===== src/verilog/oag_pkg.sv =====
// operand address generator shared constants and types
package oag_pkg;
    // addressing modes supplied by decode
    typedef enum logic [2:0]
    {
        OAG_MODE_DIRECT   = 3'h0,
        OAG_MODE_INDIRECT = 3'h1,
        OAG_MODE_REGISTER = 3'h2,
        OAG_MODE_REGSPEC  = 3'h3,
        OAG_MODE_IMMED    = 3'h4,
        OAG_MODE_INDEXED  = 3'h5,
        OAG_MODE_BIT      = 3'h6,
        OAG_MODE_STACK    = 3'h7
    } oag_mode_t;

    // target address spaces
    typedef enum logic [2:0]
    {
        OAG_SPACE_NONE    = 3'h0,
        OAG_SPACE_IRAM    = 3'h1,
        OAG_SPACE_SPECIAL = 3'h2,
        OAG_SPACE_XRAM    = 3'h3,
        OAG_SPACE_CODE    = 3'h4,
        OAG_SPACE_REG     = 3'h5
    } oag_space_t;

    // indirect pointer select
    localparam logic [1:0] OAG_PTR_IDX0 = 2'h0;
    localparam logic [1:0] OAG_PTR_IDX1 = 2'h1;
    localparam logic [1:0] OAG_PTR_SP   = 2'h2;
    localparam logic [1:0] OAG_PTR_DP   = 2'h3;

    // indexed base select
    localparam logic OAG_BASE_DP = 1'b0;
    localparam logic OAG_BASE_PC = 1'b1;

    // stack action
    localparam logic [1:0] OAG_STK_NONE = 2'h0;
    localparam logic [1:0] OAG_STK_PUSH = 2'h1;
    localparam logic [1:0] OAG_STK_POP  = 2'h2;

    // address map
    localparam logic [7:0] OAG_SPECIAL_BASE = 8'h80;
    localparam logic [7:0] OAG_BITRAM_BASE  = 8'h20;
    localparam logic [3:0] OAG_BITREG_LO0   = 4'h0;
    localparam logic [3:0] OAG_BITREG_LO8   = 4'h8;
    localparam logic [7:0] OAG_SP_RESET     = 8'h07;
    localparam logic [1:0] OAG_BANK_RESET   = 2'h0;
endpackage : oag_pkg


===== src/verilog/oag_bit_decode.sv =====
// bit address to byte address and bit index decoder
module oag_bit_decode
    import oag_pkg::*;
(
    input  wire logic [7:0] bit_addr,      // bit address from opcode
    output logic      [7:0] byte_addr,     // byte holding the bit
    output logic      [2:0] bit_index,     // bit within the byte
    output logic            in_special     // bit lies in special register space
);
    // low area packs 128 bits into bytes 20h..2Fh, upper area uses special register bytes
    always_comb
    begin
        bit_index  = bit_addr[2:0];
        in_special = bit_addr[7];
        if (bit_addr[7])
            byte_addr = {bit_addr[7:3], 3'h0};
        else
            byte_addr = OAG_BITRAM_BASE + {4'h0, bit_addr[6:3]};
    end
endmodule : oag_bit_decode


===== src/verilog/oag_top.sv =====
// operand address generator for the 8-bit core
module oag_top
    import oag_pkg::*;
(
    input  wire logic                sys_clk,       // core clock
    input  wire logic                reset,         // synchronous reset, high
    input  wire logic                op_valid,      // decode presents a request
    input  wire oag_pkg::oag_mode_t  op_mode,       // addressing mode
    input  wire logic [7:0]          op_field,      // address or bit field byte
    input  wire logic [2:0]          op_reg_sel,    // register field of opcode
    input  wire logic [1:0]          op_ptr_sel,    // indirect pointer select
    input  wire logic                op_base_sel,   // indexed base select
    input  wire logic                op_write,      // request is a write
    input  wire logic [1:0]          op_stack,      // push/pop stack action
    input  wire logic [7:0]          idx_reg_zero,  // index register zero value
    input  wire logic [7:0]          idx_reg_one,   // index register one value
    input  wire logic [7:0]          accumulator,   // accumulator value
    input  wire logic [15:0]         data_pointer,  // data pointer value
    input  wire logic [15:0]         prog_counter,  // program counter value
    input  wire logic                bank_select_low,  // status word bank bit 0
    input  wire logic                bank_select_high, // status word bank bit 1
    input  wire logic                sp_load,       // load stack pointer
    input  wire logic [7:0]          sp_load_val,   // value to load
    output logic                     addr_valid,    // address result valid
    output oag_pkg::oag_space_t      addr_space,    // target space
    output logic [15:0]              addr_out,      // target address
    output logic [2:0]               addr_bit,      // bit index for bit ops
    output logic                     addr_is_bit,   // bit operation
    output logic                     addr_write,    // write strobe to target
    output logic                     addr_fault,    // request refused
    output logic                     fetch_operand, // operand bytes follow opcode
    output logic [7:0]               stack_ptr      // stack pointer
);
    // bank base: select value times eight
    function automatic logic [7:0] oag_bank_base(input logic [1:0] bank);
        oag_bank_base = {3'h0, bank, 3'h0};
    endfunction : oag_bank_base

    // true when a byte address is a bit-addressable special register
    function automatic logic oag_special_bitable(input logic [7:0] a);
        oag_special_bitable = a[7] && (a[3:0] == OAG_BITREG_LO0 || a[3:0] == OAG_BITREG_LO8);
    endfunction : oag_special_bitable

    logic [7:0]  bit_byte;
    logic [2:0]  bit_idx;
    logic        bit_in_special;
    logic [1:0]  bank_now;
    logic [7:0]  sp_reg;
    logic [7:0]  sp_next;
    logic        valid_reg;
    logic        valid_next;
    oag_space_t  space_reg;
    oag_space_t  space_next;
    logic [15:0] addr_reg;
    logic [15:0] addr_next;
    logic [2:0]  bit_reg;
    logic [2:0]  bit_next;
    logic        isbit_reg;
    logic        isbit_next;
    logic        wr_reg;
    logic        wr_next;
    logic        fault_reg;
    logic        fault_next;
    logic        fetch_reg;
    logic        fetch_next;

    // bit address decode
    oag_bit_decode u_bit_decode
    (
        .bit_addr   (op_field),
        .byte_addr  (bit_byte),
        .bit_index  (bit_idx),
        .in_special (bit_in_special)
    );

    assign bank_now = {bank_select_high, bank_select_low};

    // stack pointer next value
    always_comb
    begin
        sp_next = sp_reg;
        if (sp_load)
            sp_next = sp_load_val;
        else if (op_valid && op_mode == OAG_MODE_STACK && op_stack == OAG_STK_PUSH)
            sp_next = sp_reg + 8'h01;
        else if (op_valid && op_mode == OAG_MODE_STACK && op_stack == OAG_STK_POP)
            sp_next = sp_reg - 8'h01;
    end

    // address result next values
    always_comb
    begin
        valid_next = op_valid;
        space_next = OAG_SPACE_NONE;
        addr_next  = 16'h0000;
        bit_next   = 3'h0;
        isbit_next = 1'b0;
        wr_next    = 1'b0;
        fault_next = 1'b0;
        fetch_next = 1'b0;
        if (op_valid)
        begin
            unique case (op_mode)
                OAG_MODE_DIRECT:
                begin
                    addr_next  = {8'h00, op_field};
                    // upper half is special registers, never external
                    space_next = OAG_SPACE_IRAM;
                    if (op_field >= OAG_SPECIAL_BASE)
                        space_next = OAG_SPACE_SPECIAL;
                    wr_next    = op_write;
                    fetch_next = 1'b1;
                end
                OAG_MODE_INDIRECT:
                begin
                    wr_next = op_write;
                    unique case (op_ptr_sel)
                        OAG_PTR_IDX0:
                        begin
                            addr_next  = {8'h00, idx_reg_zero};
                            space_next = OAG_SPACE_IRAM;
                        end
                        OAG_PTR_IDX1:
                        begin
                            addr_next  = {8'h00, idx_reg_one};
                            space_next = OAG_SPACE_IRAM;
                        end
                        OAG_PTR_SP:
                        begin
                            addr_next  = {8'h00, sp_reg};
                            space_next = OAG_SPACE_IRAM;
                        end
                        OAG_PTR_DP:
                        begin
                            addr_next  = data_pointer;
                            space_next = OAG_SPACE_XRAM;
                        end
                    endcase
                end
                OAG_MODE_REGISTER:
                begin
                    // bank base plus register number
                    addr_next  = {8'h00, oag_bank_base(bank_now)
                                  | {5'h00, op_reg_sel}};
                    space_next = OAG_SPACE_IRAM;
                    wr_next    = op_write;
                end
                OAG_MODE_REGSPEC:
                begin
                    space_next = OAG_SPACE_REG;
                    wr_next    = op_write;
                end
                OAG_MODE_IMMED:
                begin
                    addr_next  = prog_counter;
                    space_next = OAG_SPACE_CODE;
                    fetch_next = 1'b1;
                end
                OAG_MODE_INDEXED:
                begin
                    // carry out of bit 15 is dropped
                    addr_next  = 16'((op_base_sel == OAG_BASE_PC ? prog_counter : data_pointer)
                                     + {8'h00, accumulator});
                    space_next = OAG_SPACE_CODE;
                    fault_next = op_write;
                end
                OAG_MODE_BIT:
                begin
                    addr_next  = {8'h00, bit_byte};
                    space_next = bit_in_special ? OAG_SPACE_SPECIAL : OAG_SPACE_IRAM;
                    bit_next   = bit_idx;
                    isbit_next = 1'b1;
                    wr_next    = op_write;
                    fetch_next = 1'b1;
                    // only special registers at low nibble 0h/8h carry bits
                    if (bit_in_special && !oag_special_bitable(bit_byte))
                    begin
                        fault_next = 1'b1;
                        wr_next    = 1'b0;
                    end
                end
                OAG_MODE_STACK:
                begin
                    // push writes at the incremented pointer
                    addr_next  = {8'h00, (op_stack == OAG_STK_PUSH) ? sp_reg + 8'h01
                                                                    : sp_reg};
                    space_next = OAG_SPACE_IRAM;
                    wr_next    = (op_stack == OAG_STK_PUSH);
                end
            endcase
        end
    end

    // registers
    always_ff @(posedge sys_clk)
    begin
        if (reset)
        begin
            sp_reg    <= OAG_SP_RESET;
            valid_reg <= 1'b0;
            space_reg <= OAG_SPACE_NONE;
            addr_reg  <= 16'h0000;
            bit_reg   <= 3'h0;
            isbit_reg <= 1'b0;
            wr_reg    <= 1'b0;
            fault_reg <= 1'b0;
            fetch_reg <= 1'b0;
        end
        else
        begin
            sp_reg    <= sp_next;
            valid_reg <= valid_next;
            space_reg <= space_next;
            addr_reg  <= addr_next;
            bit_reg   <= bit_next;
            isbit_reg <= isbit_next;
            wr_reg    <= wr_next;
            fault_reg <= fault_next;
            fetch_reg <= fetch_next;
        end
    end

    assign addr_valid    = valid_reg;
    assign addr_space    = space_reg;
    assign addr_out      = addr_reg;
    assign addr_bit      = bit_reg;
    assign addr_is_bit   = isbit_reg;
    assign addr_write    = wr_reg;
    assign addr_fault    = fault_reg;
    assign fetch_operand = fetch_reg;
    assign stack_ptr     = sp_reg;

    // assertions
    property p_special_direct_only;
        @(posedge sys_clk) disable iff (reset)
        (addr_space == OAG_SPACE_SPECIAL) |-> (addr_out[7] && addr_out[15:8] == 8'h00);
    endproperty
    a_special_direct_only: assert property (p_special_direct_only)
        else $error("special space outside 80h-FFh");

    property p_indirect_not_special;
        @(posedge sys_clk) disable iff (reset)
        (op_valid && op_mode == OAG_MODE_INDIRECT) |=> (addr_space != OAG_SPACE_SPECIAL);
    endproperty
    a_indirect_not_special: assert property (p_indirect_not_special)
        else $error("indirect hit special space");

    property p_direct_high;
        @(posedge sys_clk) disable iff (reset)
        (op_valid && op_mode == OAG_MODE_DIRECT && op_field[7])
            |=> (addr_space == OAG_SPACE_SPECIAL && addr_out[7:0] == $past(op_field));
    endproperty
    a_direct_high: assert property (p_direct_high) else $error("direct high not special");

    property p_reg_bank;
        @(posedge sys_clk) disable iff (reset)
        (op_valid && op_mode == OAG_MODE_REGISTER)
            |=> (addr_out[7:0] == {3'h0, $past(bank_now), $past(op_reg_sel)});
    endproperty
    a_reg_bank: assert property (p_reg_bank)
        else $error("register bank address wrong");

    property p_indexed_sum;
        @(posedge sys_clk) disable iff (reset)
        (op_valid && op_mode == OAG_MODE_INDEXED && op_base_sel == OAG_BASE_DP)
            |=> (addr_out == 16'($past(data_pointer) + {8'h00, $past(accumulator)}));
    endproperty
    a_indexed_sum: assert property (p_indexed_sum) else $error("indexed sum wrong");

    property p_indexed_no_write;
        @(posedge sys_clk) disable iff (reset)
        (addr_space == OAG_SPACE_CODE) |-> !addr_write;
    endproperty
    a_indexed_no_write: assert property (p_indexed_no_write)
        else $error("write to code");

    property p_push_incr;
        @(posedge sys_clk) disable iff (reset)
        (op_valid && op_mode == OAG_MODE_STACK && op_stack == OAG_STK_PUSH && !sp_load)
            |=> (stack_ptr == $past(stack_ptr) + 8'h01 && addr_out[7:0] == stack_ptr);
    endproperty
    a_push_incr: assert property (p_push_incr) else $error("push not pre-increment");

    property p_bit_ram;
        @(posedge sys_clk) disable iff (reset)
        (addr_is_bit && addr_space == OAG_SPACE_IRAM)
            |-> (addr_out[7:4] == 4'h2);
    endproperty
    a_bit_ram: assert property (p_bit_ram) else $error("bit ram byte out of range");

    property p_bit_aligned;
        @(posedge sys_clk) disable iff (reset)
        (addr_is_bit && addr_space == OAG_SPACE_SPECIAL) |-> oag_special_bitable(addr_out[7:0]);
    endproperty
    a_bit_aligned: assert property (p_bit_aligned) else $error("bit byte not bit addressable");

    property p_dp_xram;
        @(posedge sys_clk) disable iff (reset)
        (op_valid && op_mode == OAG_MODE_INDIRECT && op_ptr_sel == OAG_PTR_DP)
            |=> (addr_space == OAG_SPACE_XRAM && addr_out == $past(data_pointer));
    endproperty
    a_dp_xram: assert property (p_dp_xram) else $error("data pointer indirect wrong");

    c_special_access: cover property (@(posedge sys_clk) addr_valid
                                       && addr_space == OAG_SPACE_SPECIAL);
    c_bit_special: cover property (@(posedge sys_clk) addr_is_bit
                                    && addr_space == OAG_SPACE_SPECIAL);
    c_indexed_wrap: cover property (@(posedge sys_clk) addr_valid && addr_space == OAG_SPACE_CODE
                                     && addr_out < 16'h0100);
    c_bank3: cover property (@(posedge sys_clk) op_valid && op_mode == OAG_MODE_REGISTER
                              && bank_now == 2'h3);
endmodule : oag_top


===== config.mk =====
export PLATFORM = sky130hd
export DESIGN_NAME = oag_top
export DESIGN_NICKNAME = d
export VERILOG_FILES = /design/src/verilog/oag_pkg.sv /design/src/verilog/oag_bit_decode.sv /design/src/verilog/oag_top.sv
export SDC_FILE = /design/constraint.sdc
export NUM_CORES = 1
export LEC_CHECK = 0
export BUFFER_PORTS_ARGS = -buffer_cell sky130_fd_sc_hd__clkbuf_2
export CORE_ASPECT_RATIO = 1.4
export CORE_MARGIN = 4
export CORE_UTILIZATION = 49
export DETAILED_ROUTE_END_ITERATION = 7
export PLACE_DENSITY = 0.77
export SLEW_MARGIN = 20
export SYNTH_ARGS = -nofsm -noshare
export SYNTH_HDL_FRONTEND = slang
export SYNTH_SLANG_ARGS = --single-unit

===== constraint.sdc =====
create_clock -name sys_clk -period 3.29 [get_ports sys_clk]
set_clock_uncertainty 0.2 [all_clocks]
set_input_delay 0.329 -clock sys_clk [delete_from_list [all_inputs] [get_ports sys_clk]]
set_output_delay 0.329 -clock sys_clk [all_outputs]
set_load 0.1 [all_outputs]

==> results.sh <==
export IMPL_fin_cells=542
export IMPL_synth_nets=458
export IMPL_gp_congestion=0.9595
export IMPL_cts_tree="done"
export IMPL_clock_path_buffers=2
export IMPL_worst_pin_slew_ns=0.6229
export IMPL_die_y_um=100.5
export IMPL_die_w_um=74.05
export IMPL_port_buffers=124
export IMPL_synth_flop_cell="dfxtp_1"
export IMPL_busiest_layer="met2"
export IMPL_yosys_area_top_type_share=0.2341
export IMPL_cellPowerDensity_mw_per_mm2=374.4
export IMPL_clkLatencyLatePin_ns=0.30
export IMPL_cp_max_fo=9
export IMPL_start_util=0.5069
export IMPL_cts_setup_buffers=0
export IMPL_yosys_warnings=0
export IMPL_hp_class="in -> reg"
export IMPL_netlist_area_mm2=0.002993
export IMPL_synth_largest_area_cell="dfxtp_1"
export IMPL_ios=125
export IMPL_synthTopCellsByArea="dfxtp_1, mux4_2, xnor2_1"
export IMPL_cts_resized_gates=0
export IMPL_layout_drive_gt1_share=0.3517
export IMPL_via_per_inst=6.018
export IMPL_ys_top_cells_by_count="dfxtp_1, nor2_1, nand2_1"
export IMPL_fmax_ghz=0.3954
export IMPL_cp_start_kind="input port"
export IMPL_synth_enable_flop_cells=0
export IMPL_rsz0062_at_grt="no"
export IMPL_grt_pass1_vias=3125
export IMPL_syn_area_per_cell_um2=8.383
export IMPL_ir_drop_uv=200.7
export IMPL_placed_area_mm2=0.003627
export IMPL_clock_tree_root_cell="clkbuf_8"
export IMPL_ys_ff_latch=35
export IMPL_synth_cell_type_count=66
export IMPL_grt_max_degree=21
export IMPL_synthToLayoutAreaGrowth_pct=25.13
export IMPL_nNetsFinal=572
export IMPL_p_leak_nw=1.718
export IMPL_setup_viol=0
export IMPL_die_area_mm2=0.007440
export IMPL_overflow=0
export IMPL_core_area_mm2=0.005904
export IMPL_worstPathArrival_ns=2.49
export IMPL_clkSinkCount=35
export IMPL_maxCapViolCount=0
export IMPL_hpwl_um=7642
export IMPL_synthCells=357
export IMPL_htree_levels=2
export IMPL_placed_cells=534
export IMPL_ant_nets=0
export IMPL_maxSlewViolCount=0
export IMPL_drt_pass1_iter_count=6
export IMPL_yosysMostFrequentCell="dfxtp_1"
export IMPL_gr_usage_met1=0.3016
export IMPL_synthArstFlopShare=0
export IMPL_endpoint_kind="flop"
export IMPL_grt_first_pass_wirelength_um=14900
export IMPL_use_met3=0.03792
export IMPL_antenna_cells=0
export IMPL_track_usage=0.2566
export IMPL_ys_seq_area_frac=0.2341
export IMPL_vias=3262
export IMPL_post_drt_wl_per_cell_um=17.49
export IMPL_finalPower_mw=1.402
export IMPL_drc_errors=0
export IMPL_stdcell_area_mm2=0.003745
export IMPL_rows=33
export IMPL_antenna_found_initial=0
export IMPL_setup_tns_final_ns=0
export IMPL_max_slew_margin_rel=0.5839
export IMPL_fin_crit_sh=0.7687
export IMPL_clkTransAtPathRegs_ns=0.08
export IMPL_cp_required_ns=3.25
export IMPL_numCtsBuffers=5
export IMPL_first_iter_violations=356
export IMPL_hold_violations=0
export IMPL_totalWireLength_um=9478
export IMPL_critical_path_class="in -> reg"
export IMPL_fin_crit_ns=2.529
export IMPL_outcome="finished, final reports clean"
export IMPL_ctsHoldBuffers=0
export IMPL_met2_usage=0.4577
worst max-delay path, cell delays in order:
cell and delay (ns):
clkbuf_2 0.24, mux2_2 0.38, ha_1 0.33, o211a_1 0.26, a211oi_2 0.37, o21ai_0 0.22
nand3b_1 0.15, xnor2_1 0.13, o22ai_1 0.09
per-stage QoR:
step	worst slack [ns]	hold WS [ns]	utilization
after detailed placement	0.4486	0.3408	0.6143
final	0.7610	0.03202	0.6342
after floorplan	0.3439	0.2469	-
after global placement	0.5068	0.3362	0.6143
after CTS	0.7598	0.03411	0.6342
after global routing	0.4502	0.05476	0.6342
area by class of cell:
cell class              instances  area, um^2
well taps                      70       87.58
multi-input cells             285        2125
clock inverters                 2       35.03
repair buffers                129       658.1
flip-flops and latches         35       700.7
clock buffers                   6       82.58
fillers                       511        2160
inverters                      15       56.30
worst paths after layout:
kind | to | cells after the start | from | slack [ns]
worst min-delay path | stack_ptr[1] | 2 | sp_load_val[1] | 0.03
worst max register to register | addr_out[7] | 6 | stack_ptr[2] | 1.03
worst max-delay path | addr_out[15] | 9 | op_base_sel | 0.76
worst min register to register | stack_ptr[5] | 2 | stack_ptr[5] | 0.50
cell families (layout without fill, tap and decap cells):
kind of cell,Yosys count,count (layout),share of synthesized area
AOI/OAI and AO/OA,97,97,0.2274
xor gates and xnor gates,25,25,0.07316
adders and majority gates,12,12,0.05184
buffers and inverters,37,152,0.05602
DFF,35,35,0.2341
muxes,32,32,0.1497
and+or+nand+nor,119,119,0.2078
sequential cells by signal, indices dropped and copies added, names as in the netlist:
name	count
addr_bit	3
addr_fault	1
addr_is_bit	1
addr_out	16
addr_space	3
addr_valid	1
addr_write	1
fetch_operand	1
stack_ptr	8
cells in the final DEF, fill, tap and decap left out, types with 3 or more instances in the layout:
cell type and n:
a22oi_1 11, nand2b_1 7, nor3_1 10, inv_1 13, nand2_1 26, nor2b_1 4, a21o_1 4, clkbuf_8 6
mux2i_1 14, nand3_1 13, nor2_1 30, buf_4 5, o211ai_1 6, o22ai_1 10, and3_1 7, nand4_1 4
and2_1 3, a311oi_1 3, a211o_1 3, o21ai_0 12, mux2_2 8, mux4_2 9, a21oi_1 20, dfxtp_1 35
ha_1 10, clkbuf_2 124, xnor2_1 17, xor2_1 8
power by group:
group	total [mW]	switching (mW)	internal [mW]
clock network	0.417	0.171	0.245
registers	0.465	0.0235	0.442
logic	0.520	0.338	0.182
routing by layer:
| metal | wire length, um | part of all wire | vias to the layer above |
|---|---|---|---|
| li1 | - | - | 1561 |
| met1 | 3612 | 0.38 | 1496 |
| met2 | 4877 | 0.51 | 179 |
| met3 | 714 | 0.075 | 26 |
| met4 | 273 | 0.029 | 0 |
| met5 | 0 | 0 | - |
Power figures use the tool's default switching activity.
